**src/common/serial_tx_defs.vh**
```
// register offsets, field positions and timing constants of the serial transmitter
`ifndef SERIAL_TX_DEFS_VH
`define SERIAL_TX_DEFS_VH

// register byte addresses
`define OFF_TX_STATUS_CONTROL 12'h000
`define OFF_RX_STATUS_CONTROL 12'h004
`define OFF_BAUD_CONTROL      12'h008
`define OFF_RECEIVE_DATA      12'h00C
`define OFF_TRANSMIT_DATA     12'h010
`define OFF_BAUD_DIV_LOW      12'h014
`define OFF_BAUD_DIV_HIGH     12'h018
`define OFF_IRQ_CONTROL       12'h01C
`define OFF_IRQ_STATUS        12'h020
`define OFF_IRQ_MASK          12'h024

// transmit_status_control fields
`define TSC_SYNC_MODE         4
`define TSC_TRANSMITTER_ON    5
`define TSC_NINE_BIT_SELECT   6
`define TSC_HIGH_SPEED_BAUD   2
`define TSC_SHIFT_EMPTY       1
`define TSC_NINTH_DATA_BIT    0
`define TSC_WRITE_MASK        8'hFD

// receive_status_control fields
`define RSC_PORT_ENABLE       7
`define RSC_WRITE_MASK        8'h80

// baud_control fields
`define BCN_OUTPUT_POLARITY   4
`define BCN_WIDE_BAUD         3
`define BCN_WRITE_MASK        8'h18

// interrupt_control fields
`define ICN_GLOBAL_IRQ_ENABLE 0
`define ICN_PERIPH_IRQ_ENABLE 1
`define ICN_TX_IRQ_ENABLE     2
`define ICN_WRITE_MASK        8'h07

// sticky event bits
`define EVT_HOLDING_FREE      0
`define EVT_FRAME_DONE        1
`define EVT_WIDTH             2

// shifter frame: start + 9 data + stop
`define FRAME_BITS_8          4'd10
`define FRAME_BITS_9          4'd11
`define SHIFT_WIDTH           11
`define BIT_CNT_ZERO          4'h0
`define DIV_ZERO              16'h0000

// register reset values
`define RST_BYTE              8'h00

`endif

```
**src/logic/async_serial_transmitter.v**
```verilog
// apb-attached asynchronous serial transmitter with holding and shift registers
`timescale 1ns/100ps
`include "serial_tx_defs.vh"

// Overview of operation
// - shift-empty bit reads one while shifter holds no character
// - shift-empty clears on load, stays clear until last bit leaves
// - shift-empty bit raises no interrupt; software must poll
// - shifter has no register address; software cannot reach it
// - nine-bit select shifts nine data bits per character
// - in nine-bit mode, holding load moves all nine bits into shifter at once
// - in nine-bit mode a set ninth bit marks an address byte
// - polarity bit set inverts the serial output
// - setting transmitter enable sets the transmit interrupt flag
// - flag with irq, global and peripheral enables requests interrupt
// - writing holding register starts transmission when enabled
// - unimplemented register bits read as zero, except transmit status bits 7 and 3, which read back as written
module async_serial_transmitter (
  // apb slave
  input  wire        pclk,
  input  wire        presetn,
  input  wire        psel,
  input  wire        penable,
  input  wire        pwrite,
  input  wire [11:0] paddr,
  input  wire [31:0] pwdata,
  output reg  [31:0] prdata,
  output reg         pready,
  output reg         pslverr,
  // serial line
  output reg         tx_out,
  // interrupts
  output reg         tx_irq,
  output reg         irq
);

  reg  [7:0]  tsc_r;
  reg  [7:0]  rsc_r;
  reg  [7:0]  bcn_r;
  reg  [7:0]  icn_r;
  reg  [7:0]  div_lo_r;
  reg  [7:0]  div_hi_r;
  reg  [7:0]  hold_r;
  reg         hold_ninth_r;
  reg         hold_full_r;
  reg  [`SHIFT_WIDTH-1:0] shifter_r;
  reg  [3:0]  bits_left_r;
  reg  [15:0] baud_cnt_r;
  reg  [`EVT_WIDTH-1:0] evt_r;
  reg  [`EVT_WIDTH-1:0] evt_mask_r;

  wire        access;
  wire        wr;
  wire        rd;
  wire        tx_enabled;
  wire        shift_empty;
  wire        load;
  wire        baud_tick;
  wire        last_bit;
  wire        holding_free;
  wire [7:0]  wbyte;
  wire [`EVT_WIDTH-1:0] evt_set;
  reg  [31:0] rdata_nxt;
  reg         decode_ok;
  reg  [31:0] prdata_nxt;
  reg         pready_nxt;
  reg         pslverr_nxt;
  reg  [7:0]  hold_nxt;
  reg         hold_full_nxt;
  reg  [15:0] baud_cnt_nxt;
  reg  [`SHIFT_WIDTH-1:0] shifter_nxt;
  reg  [3:0]  bits_left_nxt;
  reg         tx_out_nxt;
  reg         tx_irq_nxt;
  reg         irq_nxt;
  wire        status_read;
  wire [`EVT_WIDTH-1:0] evt_nxt;

  assign access      = psel & penable & ~pready;
  assign wr          = access & pwrite;
  assign rd          = access & ~pwrite;
  assign wbyte       = pwdata[7:0];
  assign tx_enabled  = tsc_r[`TSC_TRANSMITTER_ON] & rsc_r[`RSC_PORT_ENABLE] & ~tsc_r[`TSC_SYNC_MODE];
  assign shift_empty = (bits_left_r == `BIT_CNT_ZERO);
  assign baud_tick   = (baud_cnt_r == `DIV_ZERO);
  assign last_bit    = (bits_left_r == 4'h1) & baud_tick;
  // load when shifter free, or on the final stop-bit tick
  assign load        = hold_full_r & tx_enabled & (shift_empty | last_bit);
  assign status_read = rd & (paddr == `OFF_IRQ_STATUS);
  assign holding_free = tsc_r[`TSC_TRANSMITTER_ON] & ~hold_full_r;
  assign evt_set     = {last_bit, load};

  // apb: one wait state in the access phase, pready pulses for one cycle
  always @*
  begin
    pready_nxt  = access;
    pslverr_nxt = access & ~decode_ok;
    if (rd)
    begin
      prdata_nxt = rdata_nxt;
    end
    else
    begin
      prdata_nxt = 32'h0000_0000;
    end
  end

  always @(posedge pclk or negedge presetn)
  begin
    if (!presetn)
    begin
      pready  <= 1'b0;
      pslverr <= 1'b0;
      prdata  <= 32'h0000_0000;
    end
    else
    begin
      pready  <= pready_nxt;
      pslverr <= pslverr_nxt;
      prdata  <= prdata_nxt;
    end
  end

  // the shifter has no address on purpose
  always @*
  begin
    rdata_nxt = 32'h0000_0000;
    decode_ok = 1'b1;
    case (paddr)
      `OFF_TX_STATUS_CONTROL:
      begin
        rdata_nxt[7:0] = {tsc_r[7:2], shift_empty, hold_ninth_r};
      end
      `OFF_RX_STATUS_CONTROL:
      begin
        rdata_nxt[7:0] = rsc_r;
      end
      `OFF_BAUD_CONTROL:
      begin
        rdata_nxt[7:0] = bcn_r;
      end
      `OFF_RECEIVE_DATA:
      begin
        rdata_nxt[7:0] = `RST_BYTE;
      end
      `OFF_TRANSMIT_DATA:
      begin
        rdata_nxt[7:0] = hold_r;
      end
      `OFF_BAUD_DIV_LOW:
      begin
        rdata_nxt[7:0] = div_lo_r;
      end
      `OFF_BAUD_DIV_HIGH:
      begin
        rdata_nxt[7:0] = div_hi_r;
      end
      `OFF_IRQ_CONTROL:
      begin
        rdata_nxt[7:0] = {icn_r[7:4], holding_free, icn_r[2:0]};
      end
      `OFF_IRQ_STATUS:
      begin
        rdata_nxt[`EVT_WIDTH-1:0] = evt_r;
      end
      `OFF_IRQ_MASK:
      begin
        rdata_nxt[`EVT_WIDTH-1:0] = evt_mask_r;
      end
      default:
      begin
        decode_ok = 1'b0;
      end
    endcase
  end

  // control registers; only implemented bits are stored, except transmit status bits 7 and 3
  always @(posedge pclk or negedge presetn)
  begin
    if (!presetn)
    begin
      tsc_r        <= `RST_BYTE;
      rsc_r        <= `RST_BYTE;
      bcn_r        <= `RST_BYTE;
      icn_r        <= `RST_BYTE;
      div_lo_r     <= `RST_BYTE;
      div_hi_r     <= `RST_BYTE;
      evt_mask_r   <= {`EVT_WIDTH{1'b0}};
      hold_ninth_r <= 1'b0;
    end
    else if (wr)
    begin
      case (paddr)
        `OFF_TX_STATUS_CONTROL:
        begin
          tsc_r        <= wbyte & `TSC_WRITE_MASK;
          hold_ninth_r <= wbyte[`TSC_NINTH_DATA_BIT];
        end
        `OFF_RX_STATUS_CONTROL:
        begin
          rsc_r <= wbyte & `RSC_WRITE_MASK;
        end
        `OFF_BAUD_CONTROL:
        begin
          bcn_r <= wbyte & `BCN_WRITE_MASK;
        end
        `OFF_BAUD_DIV_LOW:
        begin
          div_lo_r <= wbyte;
        end
        `OFF_BAUD_DIV_HIGH:
        begin
          div_hi_r <= wbyte;
        end
        `OFF_IRQ_CONTROL:
        begin
          icn_r <= wbyte & `ICN_WRITE_MASK;
        end
        `OFF_IRQ_MASK:
        begin
          evt_mask_r <= pwdata[`EVT_WIDTH-1:0];
        end
        default:
        begin
          tsc_r <= tsc_r;
        end
      endcase
    end
  end

  // holding register; a write while still full overwrites the waiting byte
  always @*
  begin
    hold_nxt      = hold_r;
    hold_full_nxt = hold_full_r;
    if (wr && paddr == `OFF_TRANSMIT_DATA)
    begin
      hold_nxt      = wbyte;
      hold_full_nxt = 1'b1;
    end
    else if (load)
    begin
      hold_full_nxt = 1'b0;
    end
  end

  always @(posedge pclk or negedge presetn)
  begin
    if (!presetn)
    begin
      hold_r      <= `RST_BYTE;
      hold_full_r <= 1'b0;
    end
    else
    begin
      hold_r      <= hold_nxt;
      hold_full_r <= hold_full_nxt;
    end
  end

  // baud generator; divisor arithmetic kept plain: one bit lasts divisor+1 clocks
  always @*
  begin
    if (load || baud_tick)
    begin
      baud_cnt_nxt = {div_hi_r, div_lo_r};
    end
    else
    begin
      baud_cnt_nxt = baud_cnt_r - 16'h0001;
    end
  end

  always @(posedge pclk or negedge presetn)
  begin
    if (!presetn)
    begin
      baud_cnt_r <= `DIV_ZERO;
    end
    else
    begin
      baud_cnt_r <= baud_cnt_nxt;
    end
  end

  // shifter: bit 0 is on the line; stop bit fills from the top
  always @*
  begin
    shifter_nxt   = shifter_r;
    bits_left_nxt = bits_left_r;
    if (load)
    begin
      if (tsc_r[`TSC_NINE_BIT_SELECT])
      begin
        shifter_nxt   = {1'b1, hold_ninth_r, hold_r, 1'b0};
        bits_left_nxt = `FRAME_BITS_9;
      end
      else
      begin
        shifter_nxt   = {2'b11, hold_r, 1'b0};
        bits_left_nxt = `FRAME_BITS_8;
      end
    end
    else if (!shift_empty && baud_tick)
    begin
      shifter_nxt   = {1'b1, shifter_r[`SHIFT_WIDTH-1:1]};
      bits_left_nxt = bits_left_r - 4'h1;
    end
  end

  always @(posedge pclk or negedge presetn)
  begin
    if (!presetn)
    begin
      shifter_r   <= {`SHIFT_WIDTH{1'b1}};
      bits_left_r <= `BIT_CNT_ZERO;
    end
    else
    begin
      shifter_r   <= shifter_nxt;
      bits_left_r <= bits_left_nxt;
    end
  end

  // sticky events: read of the status clears, set wins over clear
  genvar gi;
  generate
    for (gi = 0; gi < `EVT_WIDTH; gi = gi + 1)
    begin : g_evt
      assign evt_nxt[gi] = status_read ? evt_set[gi] : (evt_r[gi] | evt_set[gi]);
    end
  endgenerate

  always @(posedge pclk or negedge presetn)
  begin
    if (!presetn)
    begin
      evt_r <= {`EVT_WIDTH{1'b0}};
    end
    else
    begin
      evt_r <= evt_nxt;
    end
  end

  // registered outputs; line idles high (inverted when polarity set)
  always @*
  begin
    if (rsc_r[`RSC_PORT_ENABLE])
    begin
      tx_out_nxt = shifter_r[0] ^ bcn_r[`BCN_OUTPUT_POLARITY];
    end
    else
    begin
      tx_out_nxt = ~bcn_r[`BCN_OUTPUT_POLARITY];
    end
    // shift-empty deliberately not a source here
    tx_irq_nxt = holding_free & icn_r[`ICN_TX_IRQ_ENABLE] & icn_r[`ICN_GLOBAL_IRQ_ENABLE]
                 & icn_r[`ICN_PERIPH_IRQ_ENABLE];
    irq_nxt    = |(evt_r & evt_mask_r);
  end

  always @(posedge pclk or negedge presetn)
  begin
    if (!presetn)
    begin
      tx_out <= 1'b1;
      tx_irq <= 1'b0;
      irq    <= 1'b0;
    end
    else
    begin
      tx_out <= tx_out_nxt;
      tx_irq <= tx_irq_nxt;
      irq    <= irq_nxt;
    end
  end

endmodule

```
**config.mk**
```make
export PLATFORM = sky130hd
export DESIGN_NAME = async_serial_transmitter
export DESIGN_NICKNAME = d
export VERILOG_FILES = /design/src/logic/async_serial_transmitter.v
export VERILOG_INCLUDE_DIRS = /design/src /design/src/common
export SDC_FILE = /design/constraint.sdc
export NUM_CORES = 1
export LEC_CHECK = 0
export BUFFER_PORTS_ARGS = -buffer_cell sky130_fd_sc_hd__buf_2
export CAP_MARGIN = 10
export CORE_UTILIZATION = 40
export DETAILED_ROUTE_END_ITERATION = 10
export PLACE_DENSITY = 0.65
export SLEW_MARGIN = 20
export SYNTH_ARGS = -nofsm -noshare
export SYNTH_HDL_FRONTEND = slang
export SYNTH_SLANG_ARGS = --single-unit
```
**constraint.sdc**
```tcl
create_clock -name pclk -period 1.8 [get_ports pclk]
set_input_delay 0.36 -clock pclk [delete_from_list [all_inputs] [get_ports pclk]]
set_output_delay 0.36 -clock pclk [all_outputs]
set_load 0.005 [all_outputs]
```
Word-level counts from Yosys, hierarchy flattened
Cells that the tools add are included.
{"block": "classes", "n_reduce_logical": 18, "add_sub_neg": 2, "muxes": 16, "n_eq_ne": 10, "bitwise": 26}
{"op": "12-bit by 5-bit == test with 1-bit output, second input constant", "n": 4}
{"op": "6-bit case mux with 7 select lines", "n": 1}
{"op": "12-bit by 4-bit == test with 1-bit output, second input constant", "n": 2}
{"op": "12-bit by 6-bit == test with 1-bit output, second input constant", "n": 2}
{"op": "11-bit 2-to-1 mux", "n": 2}
{"op": "16-bit logical NOT", "n": 1}
{"op": "16-bit 2-to-1 mux", "n": 1}
{"op": "16-bit by 1-bit subtractor with 16-bit output, second input constant", "n": 1}
{"op": "1-bit bitwise AND", "n": 15}
{"op": "2-bit case mux with 7 select lines", "n": 1}
{"op": "2-bit AND reduction", "n": 7}
{"op": "12-bit by 3-bit == test with 1-bit output, second input constant", "n": 1}
{"op": "12-bit logical NOT", "n": 1}
{"op": "10-bit 2-to-1 mux", "n": 1}
{"op": "10-bit OR reduction", "n": 1}
{"op": "4-bit 2-to-1 mux", "n": 2}
{"op": "8-bit 2-to-1 mux", "n": 1}
{"op": "1-bit 2-to-1 mux", "n": 7}
{"op": "1-bit NOT", "n": 6}
{"op": "4-bit by 1-bit == test with 1-bit output, second input constant", "n": 1}
{"op": "4-bit logical NOT", "n": 1}
{"op": "2-bit nonzero test", "n": 2}
{"op": "4-bit by 1-bit subtractor with 4-bit output, second input constant", "n": 1}
{"op": "1-bit bitwise OR", "n": 3}
{"op": "other kinds (6)", "n": 7}
{"block": "word_totals", "wordCells": 92, "out_inout_bits": 37, "regBits": 87, "in_bits": 49}

Logic depth before layout (Yosys ltp)
{"block": "logic_depth", "ltp_word": 6, "ltp_mapped": 8, "ltp_nobuf": 7}

Worst setup path after synthesis
No wires, ideal clock.
{"block": "synth_timing", "kind": "input -> register", "startpoint": "input paddr[5]", "endpoint": "register bcn_r[3]", "path_stages": 5, "t_required_ns": 1.675, "setup_slack_ns": -0.040, "arrival_ns": 1.715, "cell_sequence": "clkbuf_1 -> nor4_1 -> nor3b_1 -> and4_1 -> mux2_2"}
{"block": "synth_via", "elab_chain_len": 2}
{"element": "start, declared", "line": "async_serial_transmitter.v:25", "source": "input wire [11:0] paddr,"}
{"element": "12-bit by 4-bit == test with 1-bit output"}
{"element": "2-bit AND reduction (no source line)"}
{"element": "end signal, assigned", "line": "async_serial_transmitter.v:184", "source": "bcn_r <= `RST_BYTE;"}
{"element": "end signal, assigned", "line": "async_serial_transmitter.v:205", "source": "bcn_r <= wbyte & `BCN_WRITE_MASK;"}
{"element": "end, declared", "line": "async_serial_transmitter.v:39", "source": "reg [7:0] bcn_r;"}
Every way passes these cells.
A chain may end at the register's enable or synchronous reset.

Worst setup path after layout
{"block": "layout_timing", "startpoint": "register baud_cnt_r[9]", "endpoint": "register baud_cnt_r[14]"}
{"block": "layout_via", "elab_chain_len": 6}
{"element": "start, declared", "line": "async_serial_transmitter.v:48", "source": "reg [15:0] baud_cnt_r;"}
{"element": "start signal, assigned", "line": "async_serial_transmitter.v:278", "source": "baud_cnt_r <= `DIV_ZERO;"}
{"element": "start signal, assigned", "line": "async_serial_transmitter.v:282", "source": "baud_cnt_r <= baud_cnt_nxt;"}
{"element": "parallel branches: the longest is 5 deep, another holds 16-bit by 1-bit subtractor with 16-bit output"}
{"element": "16-bit 2-to-1 mux *", "line": "async_serial_transmitter.v:264", "source": "if (load || baud_tick)"}
{"element": "named net baud_cnt_nxt[14]", "line": "async_serial_transmitter.v:70", "source": "reg [15:0] baud_cnt_nxt;"}
Mark *: on every way through the listed nets, which the timed path passes.

==> impl_metrics.py <==
metrics = {
    "worst_setup_path": {
        "crit_type": "reg2reg",
        "worstSetupEndpoint": "baud_cnt_r[14]$_DFF_PN0_",
        "critPathBufInv": 0,
        "slowest_stage": "dfrtp_1",
        "crit_fanout": 3,
        "required_ns": 2.04,
        "path_cells": "or3_1 -> or2_1 -> nor4_2 -> xnor2_1 -> o21ai_1",
        "start_kind": "flop",
        "cp.arrival_ns": 2.03,
        "cp-startpoint": "baud_cnt_r[9]$_DFF_PN0_",
        "slowest_delay_ns": 0.42,
        "cp.depth": 5,
        "timing.rr.end": "baud_cnt_r[14]$_DFF_PN0_",
        "rrSetupSlack_ns": 0.02,
        "r2r_start": "baud_cnt_r[9]$_DFF_PN0_",
        "crit_path_end_kind": "flop",
        "cp_top_family": "simple AND/OR/NAND/NOR gates",
        "reg2reg_depth": 5,
    },
    "sta": {
        "fmax_mhz": 560,
        "clock_skew_ns": 0.00752,
        "slew_viol_final": 0,
        "period_share_pct": 99.1,
        "setup_viol": 0,
        "fin_setup_tns_ns": 0,
        "timing.hold.ws_ns": 0.295,
        "fin_crit_ns": 1.78,
        "final-hold-violation-count": 0,
        "fin_ws_ns": 0.0155,
        "rsz0062_at_grt": "true",
    },
    "cts": {
        "cts_tree": "yes",
        "numCtsBuffers": 9,
        "worstSkewPairLatency_ns": 0.36,
        "path_clk_slew_ns": 0.08,
        "cts-root-buf": "clkbuf_8",
        "clock-sinks": 85,
        "cts.path.max_buffers": 2,
        "htree_levels": 3,
    },
    "synth": {
        "synth_seq_cells": 85,
        "yosys_warnings": 0,
        "synth.area.top_cells": "dfrtp_1 42%, mux2_2 11%, dfstp_2 6.6%",
        "synth_edf_count": 0,
        "ys_seq_area_share_pct": 48.8,
        "synth_top_area_share_pct": 42.2,
        "ys.flop_type": "dfrtp_1",
        "syn_area_mm2": 0.00439,
        "ys_types": 57,
        "syn_area_per_cell_um2": 10.7,
        "ys_async_sr_fraction_pct": 100,
        "synth_top_area_cell": "dfrtp_1",
        "synth_cells": 411,
    },
    "run_status": {
        "outcome": "complete, no violations",
    },
    "detailed_routing": {
        "drt-initial-drc-count": 144,
        "first_pass_iters": 4,
        "remaining_drc_errors": 0,
        "wl_mm": 10.5,
        "ant_nets": 0,
        "wl_per_cell_um": 16.5,
        "via_count": 3403,
        "viasPerCell": 5.33,
    },
    "global_routing": {
        "grt_pass1_wl_mm": 17.3,
        "grt_overflow": 0,
        "grt_antenna_before_repair": 0,
        "grt_pass1_vias": 3495,
        "grt_max_degree": 50,
        "grt_usage_pct": 19.9,
    },
    "finish": {
        "diodes": 0,
        "final_common_cell": "dfrtp_1",
        "nNetsFinal": 552,
        "drive_above_1_share_pct": 40.6,
        "area_delta_synth_final_pct": 22.5,
        "final_cell_mix": "73 x dfrtp_1, 45 x buf_4, 43 x nand2_1",
        "finish.utilization_pct": 51.4,
    },
    "placed_design": {
        "dp_slack_ns": -0.146,
        "gp_congestion": 0.879,
        "dp_hpwl_mm": 7.79,
        "io_buffers": 37,
    },
    "floorplanning": {
        "core_mm2": 0.0105,
        "num_io_pins": 86,
        "die_h_um": 107,
        "rows": 37,
        "die_w_um": 107,
        "die_area_mm2": 0.0114,
        "initial_utilization_pct": 42.0,
    },
    "power": {
        "leakagePower_nw": 2.48,
        "power_density_mw_per_mm2": 855,
        "vdd_ir_drop_max_uv": 501,
    },
    "flow_run": {
        "drv_cap": 0,
    },
    "hold_path": {
        "hold_path_class": "in2reg",
    },
}
==> synth_stat cells, types with 2 or more instances <==
| library cell | instances |
|---|---|
| buf_6 | 2 |
| inv_1 | 8 |
| a21oi_1 | 9 |
| nor3_2 | 2 |
| o21ai_0 | 15 |
| nor3_1 | 10 |
| or3_1 | 4 |
| dfrtp_1 | 74 |
| nand4_1 | 2 |
| nor3b_1 | 3 |
| o21ai_1 | 7 |
| nor2_1 | 36 |
| and3_1 | 3 |
| nor2b_1 | 3 |
| nand3b_1 | 2 |
| xor2_1 | 2 |
| a22oi_1 | 7 |
| a22o_1 | 2 |
| nor4_1 | 4 |
| nor3_4 | 2 |
| o22ai_1 | 8 |
| ha_1 | 5 |
| buf_4 | 25 |
| or2_2 | 2 |
| clkbuf_1 | 6 |
| nand3_1 | 7 |
| mux2_2 | 41 |
| a21o_1 | 3 |
| nor4b_1 | 2 |
| or2_1 | 2 |
| and4_1 | 5 |
| dfstp_2 | 11 |
| buf_2 | 6 |
| mux4_2 | 2 |
| nand2_1 | 45 |
| nor4_2 | 2 |
| xnor2_1 | 12 |
| mux2i_1 | 8 |
| a31oi_1 | 4 |
==> state kept, by name, indices dropped and copies added (netlist names) <==
signal	cells
hold_full_r	1
div_lo_r	8
tx_out	1
div_hi_r	8
rsc_r	1
baud_cnt_r	16
tsc_r	7
irq	1
tx_irq	1
hold_r	8
pready	1
evt_r	2
prdata	8
evt_mask_r	2
shifter_r	10
bcn_r	2
pslverr	1
bits_left_r	4
icn_r	3
==> worst reg2reg max path, cell delays in order (launching register included) <==
cell     delay [ns]
dfrtp_1        0.42
or3_1          0.40
or2_1          0.28
nor4_2         0.32
xnor2_1        0.18
o21ai_1        0.08
==> layout make-up <==
class                           count  area [um^2]
Tap cell                          136          170
Multi-Input combinational cell    302         2170
Clock inverter                      5         35.0
Inverter                            8         30.0
Fill cell                         989         5080
Clock buffer                       11          141
Sequential cell                    85         2140
Timing Repair Buffer               92          692
==> worst min-delay path by stage <==
stage	from	slack (ns)	cells past startpoint	to
after floorplan	presetn	0.06	0	baud_cnt_r[0]$_DFF_PN0_
after global placement	presetn	0.26	1	baud_cnt_r[5]$_DFF_PN0_
after detailed placement	presetn	0.27	1	baud_cnt_r[5]$_DFF_PN0_
after CTS	pwdata[7]	0.28	2	div_lo_r[7]$_DFFE_PN0P_
after global routing	pwdata[7]	0.30	2	div_lo_r[7]$_DFFE_PN0P_
final	pwdata[7]	0.29	2	tsc_r[7]$_DFFE_PN0P_
==> cell families after synthesis <==
| kind of cell | count (synthesis) | synth area share [%] |
|---|---|---|
| and+or+nand+nor | 145 | 18.0 |
| DFF | 85 | 48.8 |
| AOI/OAI and AO/OA | 63 | 8.89 |
| muxes | 51 | 13.4 |
| buffers and inverters | 47 | 6.67 |
| xor gates and xnor gates | 14 | 2.79 |
| adders and majority gates | 5 | 1.43 |
| other | 1 | 0.0854 |
==> report_power, final <==
group	switching (mW)	internal, mW
sequential	0.203	2.09
combinational	0.538	0.538
clock	0.690	0.542
total	1.43	3.17
==> routing by layer <==
metal	share of wire [%]	global-route usage, %
met1	44	25.3
met2	49	33.3
met3	3.8	3.34
met4	2.9	9.00
met5	0	0
==> what timing repair did <==
| item | CTS | global route |
|---|---|---|
| hold endpoints to repair | 19 | 0 |
| pin swaps | 2 | 7 |
| cloned | 0 | 2 |
| hold buffers | 1 | 0 |
| setup buffers | 0 | 2 |
| endpoints found under the setup margin | 32 | 55 |
| resized for setup | 12 | 24 |
==> through the flow <==
stage | cell area, um^2 | cells | total power [mW]
2_1_floorplan | 4480 | 434 | 2.83
3_3_place_gp | 5010 | 618 | 3.21
3_5_place_dp | 5010 | 618 | 3.26
4_1_cts | 5250 | 635 | 4.56
5_1_grt | 5380 | 639 | 4.83
6_report | 5380 | 639 | 4.60
(Power assumes the default switching activity.)
